## src/core/tmrin_map.vh

```
// Register map and field positions of the timer input logic block.
// Assumes a word-aligned AHB-Lite slave decoding haddr[4:2].
`ifndef TMRIN_MAP_VH
`define TMRIN_MAP_VH

// Byte offsets of the registers
`define TMRIN_CTRL_OFS 5'h00
`define TMRIN_STAT_OFS 5'h04
`define TMRIN_MASK_OFS 5'h08
`define TMRIN_CNT0_OFS 5'h0C
`define TMRIN_CNT1_OFS 5'h10
`define TMRIN_PINS_OFS 5'h14

// Control register fields
`define TMRIN_CTRL_RUN0 0
`define TMRIN_CTRL_RUN1 1
`define TMRIN_CTRL_TMR0_GATE_SEL 2
`define TMRIN_CTRL_TMR1_GATE_SEL 3
`define TMRIN_CTRL_CNTM0 4
`define TMRIN_CTRL_CNTM1 5
`define TMRIN_CTRL_EDGE0 6
`define TMRIN_CTRL_EDGE1 7
`define TMRIN_CTRL_W 8
`define TMRIN_CTRL_RST 8'h00

// Status and mask fields
`define TMRIN_ST_IRQ0 0
`define TMRIN_ST_IRQ1 1
`define TMRIN_ST_CNT0 2
`define TMRIN_ST_CNT1 3
`define TMRIN_ST_W 4
`define TMRIN_ST_RST 4'h0

`endif

```

## src/core/tmrin_sync_edge.v

```verilog
// Two-stage synchroniser with falling-edge detection for one pin.
// Assumes the pin is asynchronous to mclk_i; idles high after reset.
`timescale 1ns/1ps
`default_nettype none

module tmrin_sync_edge (
  input wire mclk_i,
  input wire arst_n_i,
  input wire pin_i,
  output wire level_o,
  output wire fall_o
);

  reg meta_q;
  reg sync_q;
  reg prev_q;

  // Meta stage read only by sync stage; prev keeps last sampled level
  always @(posedge mclk_i or negedge arst_n_i) begin
    if (!arst_n_i) begin
      meta_q <= 1'b1;
      sync_q <= 1'b1;
      prev_q <= 1'b1;
    end else begin
      meta_q <= pin_i;
      sync_q <= meta_q;
      prev_q <= sync_q;
    end
  end

  assign level_o = sync_q;
  // Sampled high then sampled low
  assign fall_o = prev_q & ~sync_q;

endmodule

`default_nettype wire

```

## src/core/tmrin_top.v

```verilog
// Input side of two 16-bit timers: gate control, event counting,
// external interrupt flags, with an AHB-Lite register slave.
// Assumes one clock mclk_i (10 MHz) and pins asynchronous to it.
//
// Chosen here: the register addresses and the AHB-Lite interface to the registers.
`timescale 1ns/1ps
`default_nettype none
`include "tmrin_map.vh"

module tmrin_top (
  input wire mclk_i,
  input wire arst_n_i,
  input wire ext_irq0_n_i,
  input wire ext_irq1_n_i,
  input wire tmr0_count_in_i,
  input wire tmr1_count_in_i,
  input wire irq_ack0_i,
  input wire irq_ack1_i,
  input wire hsel_i,
  input wire [31:0] haddr_i,
  input wire [1:0] htrans_i,
  input wire hwrite_i,
  input wire [2:0] hsize_i,
  input wire [31:0] hwdata_i,
  input wire hready_i,
  output wire [31:0] hrdata_o,
  output wire hreadyout_o,
  output wire hresp_o,
  output wire tmr0_run_o,
  output wire tmr1_run_o,
  output wire irq_o
);

  ////////////////////////////////////////////////////////////////////
  // Pin synchronisers
  ////////////////////////////////////////////////////////////////////

  wire [3:0] pin_raw;
  wire [3:0] pin_lvl;
  wire [3:0] pin_fall;

  // Bit order matches the pin image register: irq0, irq1, count 0, count 1
  assign pin_raw[0] = ext_irq0_n_i;
  assign pin_raw[1] = ext_irq1_n_i;
  assign pin_raw[2] = tmr0_count_in_i;
  assign pin_raw[3] = tmr1_count_in_i;

  genvar gi;
  generate
    for (gi = 0; gi < 4; gi = gi + 1) begin : g_sync
      tmrin_sync_edge u_sync (
        .mclk_i(mclk_i),
        .arst_n_i(arst_n_i),
        .pin_i(pin_raw[gi]),
        .level_o(pin_lvl[gi]),
        .fall_o(pin_fall[gi])
      );
    end
  endgenerate

  ////////////////////////////////////////////////////////////////////
  // AHB-Lite slave
  ////////////////////////////////////////////////////////////////////

  reg [`TMRIN_CTRL_W-1:0] ctrl_q;
  reg [`TMRIN_ST_W-1:0] stat_q;
  reg [`TMRIN_ST_W-1:0] mask_q;
  reg [15:0] cnt0_q;
  reg [15:0] cnt1_q;
  reg wr_pend_q;
  reg [4:0] wr_addr_q;
  reg [31:0] rdata_q;

  wire req;
  wire [4:0] addr_lo;
  wire wr_take;
  wire rd_take;

  assign req = hsel_i & htrans_i[1] & hready_i;
  assign addr_lo = {haddr_i[4:2], 2'b00};

  // Qualified transfers; hsize is ignored, every access is a whole word
  assign wr_take = req & hwrite_i;
  assign rd_take = req & ~hwrite_i;

  // Read mux used at the address phase
  function [31:0] rd_word;
    input [4:0] a;
    begin
      case (a)
        `TMRIN_CTRL_OFS: rd_word = {24'h000000, ctrl_q};
        `TMRIN_STAT_OFS: rd_word = {28'h0000000, stat_q};
        `TMRIN_MASK_OFS: rd_word = {28'h0000000, mask_q};
        `TMRIN_CNT0_OFS: rd_word = {16'h0000, cnt0_q};
        `TMRIN_CNT1_OFS: rd_word = {16'h0000, cnt1_q};
        `TMRIN_PINS_OFS: rd_word = {28'h0000000, pin_lvl};
        default: rd_word = 32'h00000000;
      endcase
    end
  endfunction

  // Write decode, one compare per register; unmapped offsets hit nothing
  function reg_hit;
    input [4:0] a;
    input [4:0] ofs;
    begin
      reg_hit = (a == ofs);
    end
  endfunction

  // Write address phase; the data come a cycle later, so the offset is kept
  always @(posedge mclk_i or negedge arst_n_i) begin
    if (!arst_n_i) begin
      wr_pend_q <= 1'b0;
      wr_addr_q <= 5'h00;
    end else begin
      wr_pend_q <= wr_take;
      if (wr_take) begin
        wr_addr_q <= addr_lo;
      end
    end
  end

  // Read data taken at the address edge; zero wait states, unmapped reads zero
  always @(posedge mclk_i or negedge arst_n_i) begin
    if (!arst_n_i) begin
      rdata_q <= 32'h00000000;
    end else if (rd_take) begin
      rdata_q <= rd_word(addr_lo);
    end
  end

  assign hrdata_o = rdata_q;
  assign hreadyout_o = 1'b1;
  assign hresp_o = 1'b0;

  wire wr_ctrl;
  wire wr_stat;
  wire wr_mask;
  wire wr_cnt0;
  wire wr_cnt1;

  // Data phase strobes, one per writable register
  assign wr_ctrl = wr_pend_q & reg_hit(wr_addr_q, `TMRIN_CTRL_OFS);
  assign wr_stat = wr_pend_q & reg_hit(wr_addr_q, `TMRIN_STAT_OFS);
  assign wr_mask = wr_pend_q & reg_hit(wr_addr_q, `TMRIN_MASK_OFS);
  assign wr_cnt0 = wr_pend_q & reg_hit(wr_addr_q, `TMRIN_CNT0_OFS);
  assign wr_cnt1 = wr_pend_q & reg_hit(wr_addr_q, `TMRIN_CNT1_OFS);

  // Control register; upper write data bits are dropped
  always @(posedge mclk_i or negedge arst_n_i) begin
    if (!arst_n_i) begin
      ctrl_q <= `TMRIN_CTRL_RST;
    end else if (wr_ctrl) begin
      ctrl_q <= hwdata_i[`TMRIN_CTRL_W-1:0];
    end
  end

  // Mask register, same layout as status
  always @(posedge mclk_i or negedge arst_n_i) begin
    if (!arst_n_i) begin
      mask_q <= `TMRIN_ST_RST;
    end else if (wr_mask) begin
      mask_q <= hwdata_i[`TMRIN_ST_W-1:0];
    end
  end

  ////////////////////////////////////////////////////////////////////
  // Gate control and counters
  ////////////////////////////////////////////////////////////////////

  wire tmr0_gate_sel;
  wire tmr1_gate_sel;
  wire run0;
  wire run1;
  wire inc0;
  wire inc1;
  wire run_en0;
  wire run_en1;
  wire cnt_mode0;
  wire cnt_mode1;

  assign tmr0_gate_sel = ctrl_q[`TMRIN_CTRL_TMR0_GATE_SEL];
  assign tmr1_gate_sel = ctrl_q[`TMRIN_CTRL_TMR1_GATE_SEL];

  // Software run bits and counter-mode bits of the control register
  assign run_en0 = ctrl_q[`TMRIN_CTRL_RUN0];
  assign run_en1 = ctrl_q[`TMRIN_CTRL_RUN1];
  assign cnt_mode0 = ctrl_q[`TMRIN_CTRL_CNTM0];
  assign cnt_mode1 = ctrl_q[`TMRIN_CTRL_CNTM1];

  assign run0 = run_en0 & (~tmr0_gate_sel | pin_lvl[0]);
  assign run1 = run_en1 & (~tmr1_gate_sel | pin_lvl[1]);

  assign tmr0_run_o = run0;
  assign tmr1_run_o = run1;

  assign inc0 = run0 & cnt_mode0 & pin_fall[2];
  assign inc1 = run1 & cnt_mode1 & pin_fall[3];

  // Event counter 0; a software write takes priority over an increment
  always @(posedge mclk_i or negedge arst_n_i) begin
    if (!arst_n_i) begin
      cnt0_q <= 16'h0000;
    end else if (wr_cnt0) begin
      cnt0_q <= hwdata_i[15:0];
    end else if (inc0) begin
      cnt0_q <= cnt0_q + 16'h0001;
    end
  end

  // Event counter 1; same priority, wraps to zero past the top value
  always @(posedge mclk_i or negedge arst_n_i) begin
    if (!arst_n_i) begin
      cnt1_q <= 16'h0000;
    end else if (wr_cnt1) begin
      cnt1_q <= hwdata_i[15:0];
    end else if (inc1) begin
      cnt1_q <= cnt1_q + 16'h0001;
    end
  end

  ////////////////////////////////////////////////////////////////////
  // Interrupt flags
  ////////////////////////////////////////////////////////////////////

  wire ext_irq0_edge_sel;
  wire ext_irq1_edge_sel;
  wire set0;
  wire set1;
  wire [`TMRIN_ST_W-1:0] set_vec;
  wire [`TMRIN_ST_W-1:0] clr_vec;
  wire ext_irq0_flag;
  wire ext_irq1_flag;
  wire wrap0;
  wire wrap1;
  wire [`TMRIN_ST_W-1:0] sw_clr;
  wire [`TMRIN_ST_W-1:0] hw_clr;
  wire [`TMRIN_ST_W-1:0] stat_d;
  wire irq_ext;
  wire irq_wrap;

  assign ext_irq0_edge_sel = ctrl_q[`TMRIN_CTRL_EDGE0];
  assign ext_irq1_edge_sel = ctrl_q[`TMRIN_CTRL_EDGE1];

  assign set0 = ext_irq0_edge_sel ? pin_fall[0] : ~pin_lvl[0];
  assign set1 = ext_irq1_edge_sel ? pin_fall[1] : ~pin_lvl[1];

  // A wrap is an increment at the top value; a load in that cycle wins
  assign wrap0 = inc0 & ~wr_cnt0 & (cnt0_q == 16'hFFFF);
  assign wrap1 = inc1 & ~wr_cnt1 & (cnt1_q == 16'hFFFF);

  // Counter-overflow events share the status register
  assign set_vec = {wrap1, wrap0, set1, set0};
  // Software clears by writing ones; acknowledges clear only the pin flags
  assign sw_clr = {`TMRIN_ST_W{wr_stat}} & hwdata_i[`TMRIN_ST_W-1:0];
  assign hw_clr = {2'b00, irq_ack1_i, irq_ack0_i};
  assign clr_vec = sw_clr | hw_clr;

  // Set wins: an event in the clear cycle keeps its flag
  assign stat_d = (stat_q & ~clr_vec) | set_vec;

  always @(posedge mclk_i or negedge arst_n_i) begin
    if (!arst_n_i) begin
      stat_q <= `TMRIN_ST_RST;
    end else begin
      stat_q <= stat_d;
    end
  end

  assign ext_irq0_flag = stat_q[`TMRIN_ST_IRQ0];
  assign ext_irq1_flag = stat_q[`TMRIN_ST_IRQ1];

  // Pin flags each pass their own mask bit
  assign irq_ext = (ext_irq0_flag & mask_q[`TMRIN_ST_IRQ0])
                 | (ext_irq1_flag & mask_q[`TMRIN_ST_IRQ1]);
  // Wrap flags share the line; masked ones must be polled in status
  assign irq_wrap = (stat_q[`TMRIN_ST_CNT0] & mask_q[`TMRIN_ST_CNT0])
                  | (stat_q[`TMRIN_ST_CNT1] & mask_q[`TMRIN_ST_CNT1]);

  // Level interrupt while any unmasked flag is set
  assign irq_o = irq_ext | irq_wrap;

endmodule

`default_nettype wire

```

## config.mk

```make
export PLATFORM = sky130hd
export DESIGN_NAME = tmrin_top
export DESIGN_NICKNAME = d
export VERILOG_FILES = /design/src/core/tmrin_sync_edge.v /design/src/core/tmrin_top.v
export VERILOG_INCLUDE_DIRS = /design/src /design/src/core
export SDC_FILE = /design/constraint.sdc
export NUM_CORES = 1
export LEC_CHECK = 0
export BUFFER_PORTS_ARGS = -buffer_cell sky130_fd_sc_hd__buf_2
export CAP_MARGIN = 0
export CORE_MARGIN = 5
export CORE_UTILIZATION = 35
export DETAILED_ROUTE_END_ITERATION = 6
export PLACE_DENSITY = 0.68
export SYNTH_ARGS = -nofsm -noshare
export SYNTH_HDL_FRONTEND = slang
export SYNTH_SLANG_ARGS = --single-unit
```

## constraint.sdc

```tcl
create_clock -name mclk_i -period 5 [get_ports mclk_i]
set_clock_uncertainty 0.15 [all_clocks]
set_input_delay 0.5 -clock mclk_i [delete_from_list [all_inputs] [get_ports mclk_i]]
set_output_delay 0.5 -clock mclk_i [all_outputs]
set_load 0.02 [all_outputs]
```

After elaboration in Yosys (flattened, before gate mapping)
Index checks and enable logic that the tools add are counted.
{ "classes": {"add_sub_neg": 2, "eq_ne": 11, "muxes": 7, "bitwise": 46, "n_reduce_logical": 4} }
{ "ops": {"columns": ["operator", "n"], "rows": [
  ["one-hot mux 16 bit (6 select lines)", 1],
  ["two-way mux 16 bit", 4],
  ["adder 16 x 1 -> 16 bit (second input constant)", 2],
  ["equality test 16 bit (second input constant)", 2],
  ["bitwise AND 1 bit", 27],
  ["equality test 3 x 2 -> 1 bit (second input constant)", 4],
  ["logical NOT 5 bit", 2],
  ["equality test 3 bit (second input constant)", 3],
  ["inverter 1 bit", 9],
  ["bitwise AND 4 bit", 2],
  ["equality test 3 x 1 -> 1 bit (second input constant)", 2],
  ["bitwise OR 1 bit", 5],
  ["inverter 4 bit", 1],
  ["bitwise OR 4 x 2 -> 4 bit", 1],
  ["bitwise OR 4 bit", 1],
  ["nonzero test 2 bit", 2],
  ["two-way mux 1 bit", 2]
]} }
{ "word_totals": {"register_bits": 96, "out_inout_bits": 37, "word_cells": 90} }

Longest topological paths before layout
{ "logic_depth": {"ltp_word": 8, "depth_mapped": 6} }

By module
A second synthesis with hierarchy kept.
{ "unflattened": {"hier_cells": 417, "area_unflattened_um2": 4121.5} }
{ "modules_own_cells": {"columns": ["module", "instances", "cells_per_inst", "area_each_um2", "seq_area_each_um2"], "rows": [
  ["tmrin_top", 1, 401, 3751.1, 1701.6],
  ["tmrin_sync_edge", 4, 4, 92.6, 78.8]
]} }

Least setup slack after synthesis
OpenSTA, ideal clock, no wires.
{ "synth_path": {"path_kind": "register -> register", "from": "reg g_sync[1].u_sync.sync_q", "to": "reg cnt1_q[9]", "arrival_ps": 1439, "required_time_ps": 4723, "path_slack_ps": 3284, "path_stages_with_launch": 6, "path_buffers": 0, "period_less_slack_ps": 1716, "path_cell_list": "dfstp_2 -> nand2b_1 -> nand4_4 -> nor4_2 -> xnor2_1 -> o21ai_2"} }
{ "synth_via": {"elab_chain_len": 5} }
{ "synth_rtl": {"columns": ["element", "line_no", "rtl"], "rows": [
  ["from (decl)", "tmrin_sync_edge.v:15", "reg sync_q;"],
  ["from (signal assigned)", "tmrin_sync_edge.v:26", "sync_q <= meta_q;"],
  ["bitwise OR 1 bit", "tmrin_top.v:193", "assign run1 = run_en1 & (~tmr1_gate_sel | pin_lvl[1]);"],
  ["bitwise AND 1 bit", "tmrin_top.v:193", null],
  ["bitwise AND 1 bit (2 in a row)", "tmrin_top.v:199", "assign inc1 = run1 & cnt_mode1 & pin_fall[3];"],
  ["nonzero test 2 bit (no line)", null, null],
  ["to (signal assigned)", "tmrin_top.v:217", "cnt1_q <= hwdata_i[15:0];"],
  ["to (signal assigned)", "tmrin_top.v:219", "cnt1_q <= cnt1_q + 16'h0001;"],
  ["to (decl)", "tmrin_top.v:69", "reg [15:0] cnt1_q;"]
]} }
No other way between the ends.
A chain may end at the register's enable or synchronous reset.

Final worst setup path
{ "layout_path": {"from": "reg g_sync[0].u_sync.sync_q", "to": "out tmr0_run_o"} }
{ "layout_via": {"elab_chain_len": 2} }
{ "layout_rtl": {"columns": ["element", "line_no", "rtl"], "rows": [
  ["from (decl)", "tmrin_sync_edge.v:15", null],
  ["from (signal assigned)", "tmrin_sync_edge.v:26", null],
  ["bitwise OR 1 bit", "tmrin_top.v:192", "assign run0 = run_en0 & (~tmr0_gate_sel | pin_lvl[0]);"],
  ["bitwise AND 1 bit", "tmrin_top.v:192", null],
  ["to (decl)", "tmrin_top.v:29", "output wire tmr0_run_o,"]
]} }
No other way between the ends.

==> impl_metrics.py <==
metrics = {
    "run_status": {
        "run_status": "complete, no violations",
    },
    "setup_path": {
        "setup.worst_path.end_class": "primary output",
        "crit_end": "tmr0_run_o",
        "data_arrival_time_of_the_worst_path_ns": 1.42,
        "timing.critical_path.from": "g_sync[0].u_sync.level_o$_DFF_PN1_",
        "critical-path-slowest-cell": "dfstp_2",
        "worstPathMaxFanout": 4,
        "crit-reg2reg-launch": "cnt1_q[0]$_DFFE_PN0P_",
        "critical_path.startpoint_type": "flip-flop",
        "timing.critical_path.slowest_cell_delay_ns": 0.40,
        "critPathRequiredTime_ns": 4.35,
        "r2r_end": "cnt1_q[6]$_DFFE_PN0P_",
        "worstRegToRegCells": 6,
        "setup.reg_to_reg.worst_slack_ns": 2.93,
        "worst-setup-path-type": "reg2out",
        "cells_along_the_critical_path": "nor2b_1, nor2_1, buf_2",
    },
    "timing": {
        "rsz_0062_raised_after_global_routing": "no",
        "clock_period_minus_worst_slack_ns": 2.07,
        "actual_transition_at_the_worst_max_transition_pin_ns": 1.03,
        "relSlewSlack": 0.310,
        "setup_viol_count_final": 0,
        "fmax_mhz": 484,
        "finalHoldViolations": 0,
        "setup_tns_ns": 0,
        "final_min_period_over_clock_period": 0.413,
        "report.final.slew_viol_count": 0,
    },
    "cells_and_area": {
        "layout.cell_area.non_filler_um2": 4680,
        "final.fill_count": 1115,
        "layout.cells.non_filler": 600,
        "antennaDiodeCount": 0,
        "num-nets-final": 534,
        "share_of_layout_cells_above_drive_strength_1": 0.219,
        "area_delta_synth_final_pct": 14.1,
    },
    "min_path": {
        "hold_path_startpoint": "tmr0_count_in_i",
        "hold_path_depth": 1,
        "hp-class": "in2reg",
    },
    "floorplanning": {
        "core_region_area_um2": 11500,
        "placementRows": 39,
        "die_x_um": 118,
        "initial_utilization": 0.357,
        "ioPinCount": 117,
        "dieArea_um2": 14000,
        "dieHeight_um": 118,
    },
    "synth": {
        "post_synth_edffs": 0,
        "synth-async-reset-ratio": 1.00,
        "syn_area_um2": 4100,
        "yosys.cell_types.count": 42,
        "synth.avg_cell_area_um2": 9.95,
        "prevailing_post_synth_register_cell": "dfrtp_1",
        "synth.ff_latch_count": 80,
        "synth_seq_area_share": 0.492,
        "synth_cells": 412,
        "ys.warnings.count": 0,
    },
    "routing": {
        "drc_errors": 0,
        "vias_post_dr": 3085,
        "detailroute.wirelength.met3_um": 763,
        "drtAntennaViolNets": 0,
        "dr.max_layer_used": "met4",
        "route.met2.wl_um": 4360,
        "viasPerCell": 5.14,
        "wl_met1_um": 4500,
        "drt_first_iter_violations": 267,
        "drt_pre_antenna_iters": 5,
        "drt-total-wl_um": 9780,
        "wire_per_inst_um": 16.3,
    },
    "clocking": {
        "clock_sinks": 80,
        "number_of_buffers_inserted_for_hold_repair_after_clock_tree_synthesis": 0,
        "clock_tree.root_cell": "clkbuf_16",
        "clk_pin_slew_ns": 0.06,
        "cts-root-to-sink-buffers": 2,
        "cts_buffers": 9,
        "clock_insertion_delay_worst_skew_ns": 0.35,
        "htree_num_levels": 3,
        "post_cts_setup_buffer_count": 0,
        "cts_tree": "built",
        "cts.repair.resized": 0,
    },
    "place": {
        "dpl.cell_count": 584,
        "place.gp.congestion": 0.843,
        "post-dp-hpwl_um": 7050,
        "post_dp_cell_area_um2": 4370,
        "placement.io_buffers": 49,
    },
    "pwr": {
        "power_density_nw_per_um2": 473,
        "irDropWorstVdd_v": 0.000233,
        "static-leakage-power_nw": 2.01,
        "finalPower_mw": 2.21,
    },
    "grt": {
        "groute.usage.overall": 0.145,
        "gr-total-overflow": 0,
        "initial_antenna_violation_count": 0,
        "number_of_global_route_vias_before_repair": 3131,
        "maximum_number_of_pins_on_one_net_before_global_route_repair": 81,
        "grt_pass1_wl_um": 16400,
    },
    "job": {
        "cap_violations": 0,
    },
}
[per-stage QoR]
stage                     utilization  hold WS, ns  worst slack [ns]
final                           0.408        0.103              2.93
after global routing            0.408       0.0975              2.79
after CTS                       0.408       0.0968              2.91
after detailed placement        0.381        0.198              2.65
after global placement          0.381        0.196              2.71
after floorplan                     -       0.0544              3.28
[sequential cells by signal, indices dropped and copies added, names as in the netlist]
register               count
cnt0_q                    16
cnt1_q                    16
hrdata_o                  16
ctrl_q                     8
g_sync.u_sync.level_o      4
g_sync.u_sync.meta_q       4
g_sync.u_sync.prev_q       4
mask_q                     4
stat_q                     4
wr_addr_q                  3
wr_pend_q                  1
[power by group]
part	switching, mW	internal (mW)	total [mW]
clock	0.271	0.401	0.672
sequential	0.185	0.818	1.00
combinational	0.307	0.230	0.537
total	0.763	1.45	2.21
[area by class of cell]
cell class                 count  area (um^2)  area share
sequential                    80         2020       0.431
multi-input combinational    305         1900       0.405
timing repair buffer          50          255      0.0546
clock buffer                  10          239      0.0511
tap                          143          179      0.0382
clock inverter                 6         68.8      0.0147
inverter                       6         22.5     0.00481
[layout by cell type (no fill, tap or decap), types with 15 or more instances in the layout]
cell type	instances
a21oi_1	21
nor2_1	27
nand2_1	61
xor2_1	15
o21ai_0	30
a22oi_1	17
xnor2_1	15
dfrtp_1	68
buf_2	48
conb_1	18
[critical path, delay by kind of cell, from the launching register on]
kind / cells / cell delay [ns]
buffers and inverters: 1 / 0.18
DFF: 1 / 0.40
and+or+nand+nor: 2 / 0.49
[per-layer routing]
| layer | GRT usage | up-vias |
|---|---|---|
| li1 | - | 1478 |
| met1 | 0.201 | 1484 |
| met2 | 0.217 | 108 |
| met3 | 0.0506 | 15 |
| met4 | 0.0380 | 0 |
| met5 | 0 | - |
[cells by family (layout without fill, tap and decap cells)]
family / after synthesis / in the layout / share of synthesized area
DFF: 80 / 80 / 0.492
AOI/OAI and AO/OA: 76 / 76 / 0.104
muxes: 25 / 25 / 0.0684
and+or+nand+nor: 154 / 154 / 0.204
other: 2 / 18 / 0.00183
xor gates and xnor gates: 30 / 30 / 0.0641
buffers and inverters: 43 / 72 / 0.0598
adders and majority gates: 2 / 2 / 0.00610
[cells in the mapped netlist (2+ instances only)]
cell type,count,share of area
and4_1,3,0.0064
xnor2_1,15,0.032
buf_4,19,0.035
nor2b_1,6,0.0092
mux2i_1,13,0.032
nand3b_1,2,0.0037
o21ai_0,30,0.037
and3b_1,2,0.0043
and3_1,4,0.0061
nor4_4,2,0.010
clkbuf_1,13,0.012
buf_2,4,0.0049
nor4_2,3,0.0092
inv_1,6,0.0055
o21ai_1,7,0.0085
nor3_1,6,0.0073
nand4_1,10,0.015
a22oi_1,17,0.031
ha_1,2,0.0061
dfrtp_1,68,0.42
nand3_1,13,0.016
xor2_1,15,0.032
conb_1,2,0.0018
and2_1,4,0.0061
nand2_1,61,0.056
a21oi_1,21,0.026
nor2_1,27,0.025
dfstp_2,12,0.077
mux2_2,11,0.030
nor3_2,2,0.0049
[how the worst min path moves through the flow]
stage / slack (ns) / endpoint
after floorplan: 0.05 / cnt0_q[0]$_DFFE_PN0P_
after global placement: 0.20 / g_sync[2].u_sync.level_o$_DFF_PN1_
after detailed placement: 0.20 / g_sync[1].u_sync.level_o$_DFF_PN1_
after CTS: 0.1 / g_sync[1].u_sync.meta_q$_DFF_PN1_
after global routing: 0.1 / g_sync[2].u_sync.meta_q$_DFF_PN1_
final: 0.10 / g_sync[2].u_sync.meta_q$_DFF_PN1_
Power figures use the tool's default switching activity.
